`src/include/swatch_pkg.sv`:
```
`default_nettype none
package swatch_pkg;
   // Register byte offsets
   localparam logic [7:0] CTRL_OFF = 8'h00;
   localparam logic [7:0] STAT_OFF = 8'h04;
   localparam logic [7:0] MASK_OFF = 8'h08;
   localparam logic [7:0] TIME_OFF = 8'h0C;
   localparam logic [7:0] CAP2_OFF = 8'h10;
   // Status bit positions
   localparam int ST_CAP2 = 0;
   localparam int ST_RESUME = 1;
   localparam int ST_HALTED = 8;
   localparam int ST_PIN = 9;
   localparam int ST_VALID = 10;
   localparam int CTRL_W = 14;
   // Field encodings
   localparam logic [1:0] FN_INPUT = 2'h3;
   localparam logic [2:0] CAP2_LAST = 3'h5;
   localparam logic [1:0] IRQA_PIN = 2'h2;
   localparam logic [1:0] RESP_OKAY = 2'h0;
   localparam logic [1:0] RESP_SLVERR = 2'h2;
   // Timing
   localparam real CLK_MHZ = 100.0;
   localparam real TBASE_KHZ = 8.192;
   localparam real SAMPLE_PERIOD_MS = 62.5;
   localparam int TBASE_CYC = int'(CLK_MHZ * 1000.0 / TBASE_KHZ - 0.5);
   localparam int SAMPLE_CYC = int'(SAMPLE_PERIOD_MS * CLK_MHZ * 1000.0);

   typedef struct packed {
      logic [1:0] irq_a_pin_function;
      logic [2:0] capture2_mode;
      logic [1:0] event_pin_function_sel;
      logic event_capture_enable;
      logic event_pin_polarity;
      logic switch_detect_select;
      logic pin_halt_enable;
      logic irq_level_or_pulse_a;
      logic capture_irq_enable_a;
      logic soft_halt;
   } ctrl_t;

   typedef struct packed {
      ctrl_t ctrl;
      logic [1:0] stat;
      logic [1:0] mask;
      logic [31:0] time_cnt;
      logic [31:0] capture_reg_2;
      logic [31:0] tb_cnt;
      logic [31:0] smp_cnt;
      logic smp_valid;
      logic smp_pin;
      logic irq_pulse;
      logic aw_done;
      logic w_done;
      logic [7:0] waddr;
      logic [31:0] wdata;
      logic [3:0] wstrb;
      logic bvalid;
      logic [1:0] bresp;
      logic rvalid;
      logic [31:0] rdata;
      logic [1:0] rresp;
   } state_t;

   localparam ctrl_t CTRL_RST = '0;
   localparam state_t STATE_RST = '0;
endpackage
`default_nettype wire

```
`src/swatch_capture.sv`:
```
// What this block does
// Each sampled pin event copies the time into capture register 2 and signals output A; a soft halt does not block the capture.
// Sampler is invalid until switch mode is on, then needs one full period.
// Software should enable switch mode 62.5 ms before enabling event capture.
// Event pin function value 11 makes the event pin an input.
// Switch-detect select at 1 puts the sampler into switch detection.
// Polarity bit at 1 makes a low level the active pin state.
// Pin-halt enable at 1 lets the active pin halt counting.
// Capture interrupt enable for A at 1 lets captures interrupt.
// Capture-2 mode 101 records the latest event, overwriting older values.
// Interrupt-A pin function 10 routes interrupt A to its pin.
// A pin change does nothing until a sample shows the new level.
// With active-low polarity a sampled high-to-low change is an event.
// With pin-halt and active low, counting halts while sampled pin is low.
// On the event capture register 2 loads the time and its flag sets.
// With level/pulse select 0 a capture pulses output A.
// Sampled high again releases the halt and counting resumes.
// Halt is the software halt bit or the enabled active pin.
// Halt gates the 8.192 kHz time base and freezes the counter.
// Event, capture, flag and halt all act on the detecting sample tick.
//
// Added by the designer: the AXI4-Lite register port and the register addresses.
`timescale 1ns/10ps
`default_nettype none
module swatch_capture #(
   parameter int TBASE_CYCLES = swatch_pkg::TBASE_CYC,
   parameter int SAMPLE_CYCLES = swatch_pkg::SAMPLE_CYC
) (
   input wire logic I_MCLK,
   input wire logic I_SYS_RST,
   input wire logic I_CE,
   input wire logic I_EVENT_INPUT_PIN,
   output logic O_EVENT_PULLUP_EN,
   output logic O_IRQ_A_N,
   output logic O_IRQ,
   input wire logic [7:0] I_AWADDR,
   input wire logic I_AWVALID,
   output logic O_AWREADY,
   input wire logic [31:0] I_WDATA,
   input wire logic [3:0] I_WSTRB,
   input wire logic I_WVALID,
   output logic O_WREADY,
   output logic [1:0] O_BRESP,
   output logic O_BVALID,
   input wire logic I_BREADY,
   input wire logic [7:0] I_ARADDR,
   input wire logic I_ARVALID,
   output logic O_ARREADY,
   output logic [31:0] O_RDATA,
   output logic [1:0] O_RRESP,
   output logic O_RVALID,
   input wire logic I_RREADY
);
   swatch_pkg::state_t q;
   swatch_pkg::state_t d;
   logic smp_en;
   logic smp_tick;
   logic eff_pin;
   logic eff_valid;
   logic act_old;
   logic act_new;
   logic event_now;
   logic release_now;
   logic halt;
   logic tb_tick;
   logic capture;
   logic aw_hs;
   logic w_hs;
   logic ar_hs;
   logic do_write;
   logic [1:0] st_set;
   logic [1:0] st_clr;
   logic [31:0] status_word;
   logic [31:0] tb_next;
   logic [31:0] time_next;
   logic [31:0] ctrl_merged;
   logic [31:0] time_merged;
   logic wsel_ctrl;
   logic wsel_stat;
   logic wsel_mask;
   logic wsel_time;
   logic wsel_cap2;
   logic wsel_none;
   logic rsel_ctrl;
   logic rsel_stat;
   logic rsel_mask;
   logic rsel_time;
   logic rsel_cap2;
   logic rsel_none;
   logic [31:0] rd_word;
   logic [1:0] rd_resp;
   logic [31:0] ctrl_word;
   logic [31:0] mask_word;
   logic pin_active;
   logic pin_halt;

   // Byte-lane merge of a write into an old register value
   function automatic logic [31:0] merge(input logic [31:0] old, input logic [31:0] nw,
                                         input logic [3:0] strb);
      logic [31:0] r;
      r = old;
      for (int i = 0; i < 4; i++) begin
         if (strb[i]) begin
            r[i*8 +: 8] = nw[i*8 +: 8];
         end
      end
      return r;
   endfunction

   // Active-state test of a pin level
   function automatic logic is_active(input logic lvl, input logic pol);
      return lvl ^ pol;
   endfunction

   // input mode pin
   // switch detection mode
   assign smp_en = q.ctrl.switch_detect_select && (q.ctrl.event_pin_function_sel == swatch_pkg::FN_INPUT);
   assign O_EVENT_PULLUP_EN = smp_en;
   // sample tick only
   assign smp_tick = smp_en && (q.smp_cnt == 32'(SAMPLE_CYCLES - 1));
   // same tick view
   always_comb begin
      eff_pin = q.smp_pin;
      eff_valid = smp_en && q.smp_valid;
      if (smp_tick) begin
         eff_pin = I_EVENT_INPUT_PIN;
         eff_valid = 1'b1;
      end
   end

   // polarity select
   assign act_old = is_active(q.smp_pin, q.ctrl.event_pin_polarity);
   assign act_new = is_active(I_EVENT_INPUT_PIN, q.ctrl.event_pin_polarity);
   // wait for valid
   // sampled edge event
   always_comb begin
      event_now = 1'b0;
      release_now = 1'b0;
      if (smp_tick && q.smp_valid) begin
         event_now = !act_old && act_new && q.ctrl.event_capture_enable;
         release_now = act_old && !act_new;
      end
   end
   assign pin_active = is_active(eff_pin, q.ctrl.event_pin_polarity);
   // pin halt enable
   // hold while active
   // release on inactive
   assign pin_halt = q.ctrl.pin_halt_enable && eff_valid && pin_active;
   // halt combination
   assign halt = q.ctrl.soft_halt || pin_halt;
   assign tb_tick = (q.tb_cnt == 32'(TBASE_CYCLES - 1));

   always_comb begin
      tb_next = q.tb_cnt + 32'h00000001;
      if (tb_tick) begin
         tb_next = 32'h00000000;
      end
   end
   // gated time base
   always_comb begin
      time_next = q.time_cnt;
      if (tb_tick && !halt) begin
         time_next = q.time_cnt + 32'h00000001;
      end
   end
   // last event mode
   assign capture = event_now && (q.ctrl.capture2_mode == swatch_pkg::CAP2_LAST);

   assign aw_hs = I_AWVALID && O_AWREADY;
   assign w_hs = I_WVALID && O_WREADY;
   assign ar_hs = I_ARVALID && O_ARREADY;
   // Readies drop while frozen or while an answer is pending
   always_comb begin
      O_AWREADY = 1'b0;
      O_WREADY = 1'b0;
      O_ARREADY = 1'b0;
      if (I_CE) begin
         O_AWREADY = !q.aw_done && !q.bvalid;
         O_WREADY = !q.w_done && !q.bvalid;
         O_ARREADY = !q.rvalid;
      end
   end
   assign O_BVALID = q.bvalid;
   assign O_BRESP = q.bresp;
   assign O_RVALID = q.rvalid;
   assign O_RDATA = q.rdata;
   assign O_RRESP = q.rresp;

   assign status_word = {21'h000000, q.smp_valid, q.smp_pin, halt, 6'h00, q.stat};
   assign O_IRQ = |(q.stat & q.mask);

   assign ctrl_word = {18'h00000, q.ctrl};
   assign mask_word = {30'h00000000, q.mask};
   // Lane-merged write data for the control and time registers
   assign ctrl_merged = merge(ctrl_word, q.wdata, q.wstrb);
   assign time_merged = merge(q.time_cnt, q.wdata, q.wstrb);

   // Write decode from the address held since the AW take
   always_comb begin
      wsel_ctrl = 1'b0;
      wsel_stat = 1'b0;
      wsel_mask = 1'b0;
      wsel_time = 1'b0;
      wsel_cap2 = 1'b0;
      wsel_none = 1'b0;
      if (q.waddr == swatch_pkg::CTRL_OFF) begin
         wsel_ctrl = 1'b1;
      end else if (q.waddr == swatch_pkg::STAT_OFF) begin
         wsel_stat = 1'b1;
      end else if (q.waddr == swatch_pkg::MASK_OFF) begin
         wsel_mask = 1'b1;
      end else if (q.waddr == swatch_pkg::TIME_OFF) begin
         wsel_time = 1'b1;
      end else if (q.waddr == swatch_pkg::CAP2_OFF) begin
         wsel_cap2 = 1'b1;
      end else begin
         wsel_none = 1'b1;
      end
   end

   // Read decode straight from the request address
   always_comb begin
      rsel_ctrl = 1'b0;
      rsel_stat = 1'b0;
      rsel_mask = 1'b0;
      rsel_time = 1'b0;
      rsel_cap2 = 1'b0;
      rsel_none = 1'b0;
      if (I_ARADDR == swatch_pkg::CTRL_OFF) begin
         rsel_ctrl = 1'b1;
      end else if (I_ARADDR == swatch_pkg::STAT_OFF) begin
         rsel_stat = 1'b1;
      end else if (I_ARADDR == swatch_pkg::MASK_OFF) begin
         rsel_mask = 1'b1;
      end else if (I_ARADDR == swatch_pkg::TIME_OFF) begin
         rsel_time = 1'b1;
      end else if (I_ARADDR == swatch_pkg::CAP2_OFF) begin
         rsel_cap2 = 1'b1;
      end else begin
         rsel_none = 1'b1;
      end
   end

   // Unmapped words read zero with an error response
   always_comb begin
      rd_word = 32'h00000000;
      rd_resp = swatch_pkg::RESP_OKAY;
      if (rsel_ctrl) begin
         rd_word = ctrl_word;
      end else if (rsel_stat) begin
         rd_word = status_word;
      end else if (rsel_mask) begin
         rd_word = mask_word;
      end else if (rsel_time) begin
         rd_word = q.time_cnt;
      end else if (rsel_cap2) begin
         rd_word = q.capture_reg_2;
      end else if (rsel_none) begin
         rd_resp = swatch_pkg::RESP_SLVERR;
      end
   end

   // capture on pin event
   // load and flag
   always_comb begin
      st_set = 2'h0;
      if (capture) begin
         st_set[swatch_pkg::ST_CAP2] = 1'b1;
      end
      if (release_now) begin
         st_set[swatch_pkg::ST_RESUME] = 1'b1;
      end
   end

   // route to pin
   // pulse or level
   always_comb begin
      logic lvl;
      logic routed;
      lvl = 1'b0;
      routed = 1'b0;
      if (q.ctrl.irq_level_or_pulse_a) begin
         lvl = q.stat[swatch_pkg::ST_CAP2] && q.ctrl.capture_irq_enable_a;
      end else begin
         lvl = q.irq_pulse;
      end
      if (q.ctrl.irq_a_pin_function == swatch_pkg::IRQA_PIN) begin
         routed = 1'b1;
      end
      O_IRQ_A_N = !(lvl && routed);
   end

   always_comb begin
      d = q;
      st_clr = 2'h0;
      do_write = 1'b0;
      if (I_CE) begin
         // Sampler: cleared while disabled so stale data never counts
         if (!smp_en) begin
            d.smp_cnt = 32'h00000000;
            d.smp_valid = 1'b0;
         end else if (smp_tick) begin
            d.smp_cnt = 32'h00000000;
            d.smp_pin = I_EVENT_INPUT_PIN;
            d.smp_valid = 1'b1;
         end else begin
            d.smp_cnt = q.smp_cnt + 32'h00000001;
         end

         // Prescaler keeps running; only its ticks are gated
         d.tb_cnt = tb_next;
         d.time_cnt = time_next;

         // time into capture register
         if (capture) begin
            d.capture_reg_2 = q.time_cnt;
         end
         // capture interrupt enable
         d.irq_pulse = capture && q.ctrl.capture_irq_enable_a;

         // Write channel
         if (aw_hs) begin
            d.aw_done = 1'b1;
            d.waddr = I_AWADDR;
         end
         if (w_hs) begin
            d.w_done = 1'b1;
            d.wdata = I_WDATA;
            d.wstrb = I_WSTRB;
         end
         if (q.bvalid && I_BREADY) begin
            d.bvalid = 1'b0;
         end
         do_write = q.aw_done && q.w_done && !q.bvalid;
         if (do_write) begin
            d.aw_done = 1'b0;
            d.w_done = 1'b0;
            d.bvalid = 1'b1;
            d.bresp = swatch_pkg::RESP_OKAY;
            if (wsel_ctrl) begin
               d.ctrl = swatch_pkg::ctrl_t'(ctrl_merged[swatch_pkg::CTRL_W-1:0]);
            end else if (wsel_stat) begin
               if (q.wstrb[0]) begin
                  st_clr = q.wdata[1:0];
               end
            end else if (wsel_mask) begin
               if (q.wstrb[0]) begin
                  d.mask = q.wdata[1:0];
               end
            end else if (wsel_time) begin
               d.time_cnt = time_merged;
            end else if (wsel_cap2) begin
               d.bresp = swatch_pkg::RESP_OKAY;
            end else if (wsel_none) begin
               d.bresp = swatch_pkg::RESP_SLVERR;
            end
         end
         // Set wins over a clear in the same cycle
         d.stat = (q.stat & ~st_clr) | st_set;

         // Read channel
         if (q.rvalid && I_RREADY) begin
            d.rvalid = 1'b0;
         end
         if (ar_hs) begin
            d.rvalid = 1'b1;
            d.rdata = rd_word;
            d.rresp = rd_resp;
         end
      end
   end

   always_ff @(posedge I_MCLK) begin
      if (I_SYS_RST) begin
         q <= swatch_pkg::STATE_RST;
      end else begin
         q <= d;
      end
   end
endmodule
`default_nettype wire

```
`config.mk`:
```
export PLATFORM = sky130hd
export DESIGN_NAME = swatch_capture
export DESIGN_NICKNAME = d
export VERILOG_FILES = /design/src/include/swatch_pkg.sv /design/src/swatch_capture.sv
export SDC_FILE = /design/constraint.sdc
export NUM_CORES = 1
export LEC_CHECK = 0
export BUFFER_PORTS_ARGS = -buffer_cell sky130_fd_sc_hd__buf_4
export CAP_MARGIN = 40
export CORE_MARGIN = 2
export CORE_UTILIZATION = 55
export CTS_BUF_LIST = sky130_fd_sc_hd__clkbuf_4 sky130_fd_sc_hd__clkbuf_8 sky130_fd_sc_hd__clkbuf_16
export DETAILED_ROUTE_END_ITERATION = 12
export PLACE_DENSITY = 0.72
export SLEW_MARGIN = 20
export SYNTH_ARGS = -nofsm -noshare
export SYNTH_HDL_FRONTEND = slang
export SYNTH_SLANG_ARGS = --single-unit
```
`constraint.sdc`:
```
create_clock -name I_MCLK -period 3.1 [get_ports I_MCLK]
set_input_delay 0.31 -clock I_MCLK [delete_from_list [all_inputs] [get_ports I_MCLK]]
set_output_delay 0.31 -clock I_MCLK [all_outputs]
set_load 0.01 [all_outputs]
```
==> summary.md <==
## Critical path
- mux2i_2 — Slowest cell on crit path
- 3240 ps — Crit path arrival time
- ha_1 > nor4b_1 > nand3_1 > nor3_4 > mux2i_2 > buf_4 > nor3_1 > a311oi_1 > o32ai_1 — list of cells traversed by the critical path
- 11 — maximum fanout count along the critical path
- 3500 ps — Req. time, crit path
- register to register — Worst Setup Path Type
- register — Startpoint Class
- register — nature of the critical path endpoint
- 540 ps — slowest cell delay on critical path

## Clock network
- yes — clock tree from TritonCTS
- 1 — Clock H-tree levels
- 25 — number of clock buffers inserted by TritonCTS
- 0 — number of hold buffers added after CTS
- 3 — Max clock buf depth
- 60 ps — clock slew at the register clock pins of the worst setup and hold paths
- 530 ps — clock latency on the worst-skew pair
- clkbuf_16 — Root Buffer Master
- 0 — setup bufs post-CTS
- 231 — number of clock sinks
- 0 — Resized Gates After CTS

## Outcome
- completed — outcome

## GRT
- 45,200 um — first-pass GRT wire length
- 9,084 — vias in the first global route
- 0 — GR Overflow Total
- 26.45% — All-Layer GR Usage
- 57 — pin count of the biggest net entering global routing
- 0 — initial antenna violation count

## Routing
- 27,930 um — final wirelength
- 16.52 um — Routed wire per std cell
- 5 — Pre-Repair DR Iteration Count
- 0 — post-route DRC violation count
- 5.891 — mean number of vias per cell
- 9,961 — DR vias
- 699 — violation count after the first detailed-routing iteration
- 0 — number of nets with antenna violations after routing

## Floorplanning
- 144.6 um — die outline width
- 105 — number of top-level pins
- 144.6 um — floorplan die height
- 19,400 um^2 — core region area
- 51 — num rows
- 20,900 um^2 — Die ar.
- 56.04% — initial core utilization

## Timing
- 352.2 MHz — achievable clock frequency
- 0 — count of pins over their slew limit
- 21.95 ps — final clock skew
- 91.58% — part of the cycle the worst path needs
- 0 ps — final total negative setup slack
- 2839 ps — minimum clock period
- 741.1 ps — Tightest Pin Transition
- 50.59% — Rel. slew slack
- 0 — Finish-stage setup viols
- no — unrepaired setup endpoints after global routing
- 0 — final hold vios

## Power and ir drop
- 512.4 nW/um^2 — power density over cell area
- 4953 uW — Cell Int Power
- 420.7 uV — peak ir drop on the vdd network
- 5.5% — combinational cell fraction of total power
- 0.004507 uW — Leak Pwr
- 22.18% — switching portion of total power
- 48.0% — Flop pwr share
- 1412 uW — power dissipated by switching net loads
- 46.5% — Clk network pwr share

## Logic synthesis
- 0 — yosys warns
- 1,374 — Post-Synthesis Cells
- 42.54% — sequential element share of the synthesized area
- dfxtp_1 (43%), nand2_1 (7.5%), a21oi_1 (6.8%) — synth top area cells
- 10,870 um^2 — Cell Area, Synth
- 231 — flip-flop and latch count after synthesis
- 42.54% — area fraction of the dominant cell type after synthesis
- dfxtp_1 — cell type with the highest aggregate area in the netlist
- 7.912 um^2 — mean cell area of the mapped netlist
- 71 — count of cell types in the netlist
- 0 — number of enable-type register cells in the synthesized netlist
- dfxtp_1 — Synth Flop Type
- 0% — ys async rst share

## Final layout
- 1,790 — filler cell count
- 1,478 — total number of nets in the final design
- dfxtp_1 (231), nand2_1 (218), nor2_1 (179) — commonest cells after routing, fill and taps aside
- 0 — total inserted antenna cells
- 12,420 um^2 — post-layout instance area
- dfxtp_1 — most frequent standard cell in the layout excluding fill and tap cells
- 13.67% — share of final-layout standard cells stronger than drive strength 1
- 14.27% — Area growth, synth to finish

## Job
- 0 — count of maximum capacitance violations

## Placed design
- 0.8962 — Routability Congestion
- 19,160 um — post-DP HPWL
- 11,610 um^2 — post-placement cell area
- 102 — buffers added on ports

## Min path
- primary input to register — hold crit path type

[kinds of logic after synthesis]
| group | share of synthesized area [%] |
|---|---|
| AOI/OAI and AO/OA | 16.80 |
| xor gates and xnor gates | 4.593 |
| adders and majority gates | 0.4604 |
| buffers and inverters | 6.377 |
| DFF | 42.54 |
| muxes | 2.682 |
| other | 0.03450 |
| and+or+nand+nor | 26.51 |
[synthesized netlist by cell type, types with 5 or more instances]
library cell and count:
a211oi_1 14, a21oi_1 147, a221o_1 6, a22oi_1 25
a31oi_1 11, and2_1 9, and3_1 22, and4_1 14
buf_1 7, buf_2 7, buf_4 37, clkbuf_1 71
dfxtp_1 231, inv_1 15, mux2i_1 28, nand2_1 218
nand3_1 46, nand4_1 36, nor2_1 179, nor3_1 32
nor4_1 7, o21ai_0 36, o22ai_1 13, or3_1 13
or4_1 5, xnor2_1 13, xor2_1 44
[path summary, 6_finish.rpt]
| kind | from | slack, ps | end | cells after the start |
|---|---|---|---|---|
| hold / removal | I_AWADDR[7] | 30 | q[81] | 3 |
| hold reg to reg | q[174] | 450 | q[174] | 2 |
| setup / recovery | q[87] | 260 | q[196] | 9 |
| setup reg to reg | q[87] | 260 | q[196] | 9 |
[power by group through the flow]
stage | clock (uW) | sequential, uW | combinational [uW]
2_1_floorplan | 0 | 3110 | 215
3_3_place_gp | 0 | 3120 | 339
3_5_place_dp | 0 | 3120 | 346
4_1_cts | 3000 | 3060 | 348
5_1_grt | 3130 | 3060 | 386
6_report | 2960 | 3060 | 348
[stage by stage]
| step | std cells | total power [uW] | hold WS, ps | setup slack [ps] | utilization (%) |
|---|---|---|---|---|---|
| floorplan | 1375 | 3321 | 431.9 | 810.9 | - |
| finish | 1691 | 6365 | 29.13 | 260.9 | 64.04 |
| detailed placement | 1651 | 3469 | 443.9 | 344.4 | 59.87 |
| global route | 1691 | 6575 | 35.44 | 10.16 | 64.04 |
| global placement | 1650 | 3460 | 438.7 | 415.3 | 59.77 |
| CTS | 1691 | 6402 | 24.81 | 280.6 | 64.04 |
[state kept, by name, summed over array words and instances (netlist names)]
register,count
O_BRESP,1
O_RVALID,1
O_RRESP,1
q,179
O_BVALID,1
mask_word,2
O_RDATA,32
ctrl_word,14
[per-layer routing]
metal,global-route usage (%),part of all wire [%],wire length (um)
met1,35.25,44,12310
met2,43.68,47,13100
met3,4.040,5.6,1576
met5,0,0,0
met4,9.453,3.4,941
[worst max-delay path: cells and delay by family (launching register included)]
kind	cells	cell delay [ps]
AND/OR/NAND/NOR	4	830
AO/OA/AOI/OAI	2	460
adder cells (fa/ha/maj)	1	250
buffers and inverters	1	270
multiplexers	1	540
flip-flops	1	380
[cell type report]
cell class | instances | area, um^2 | share of cell area, %
sequential | 231 | 4624 | 37.23
tap | 265 | 331.6 | 2.669
timing repair buffer | 136 | 1033 | 8.320
inverter | 15 | 56.30 | 0.4533
clock inverter | 9 | 123.9 | 0.9972
multi-input combinational | 1004 | 5569 | 44.83
clock buffer | 31 | 683.2 | 5.500
Note: power is estimated with default switching activity, not from simulation.
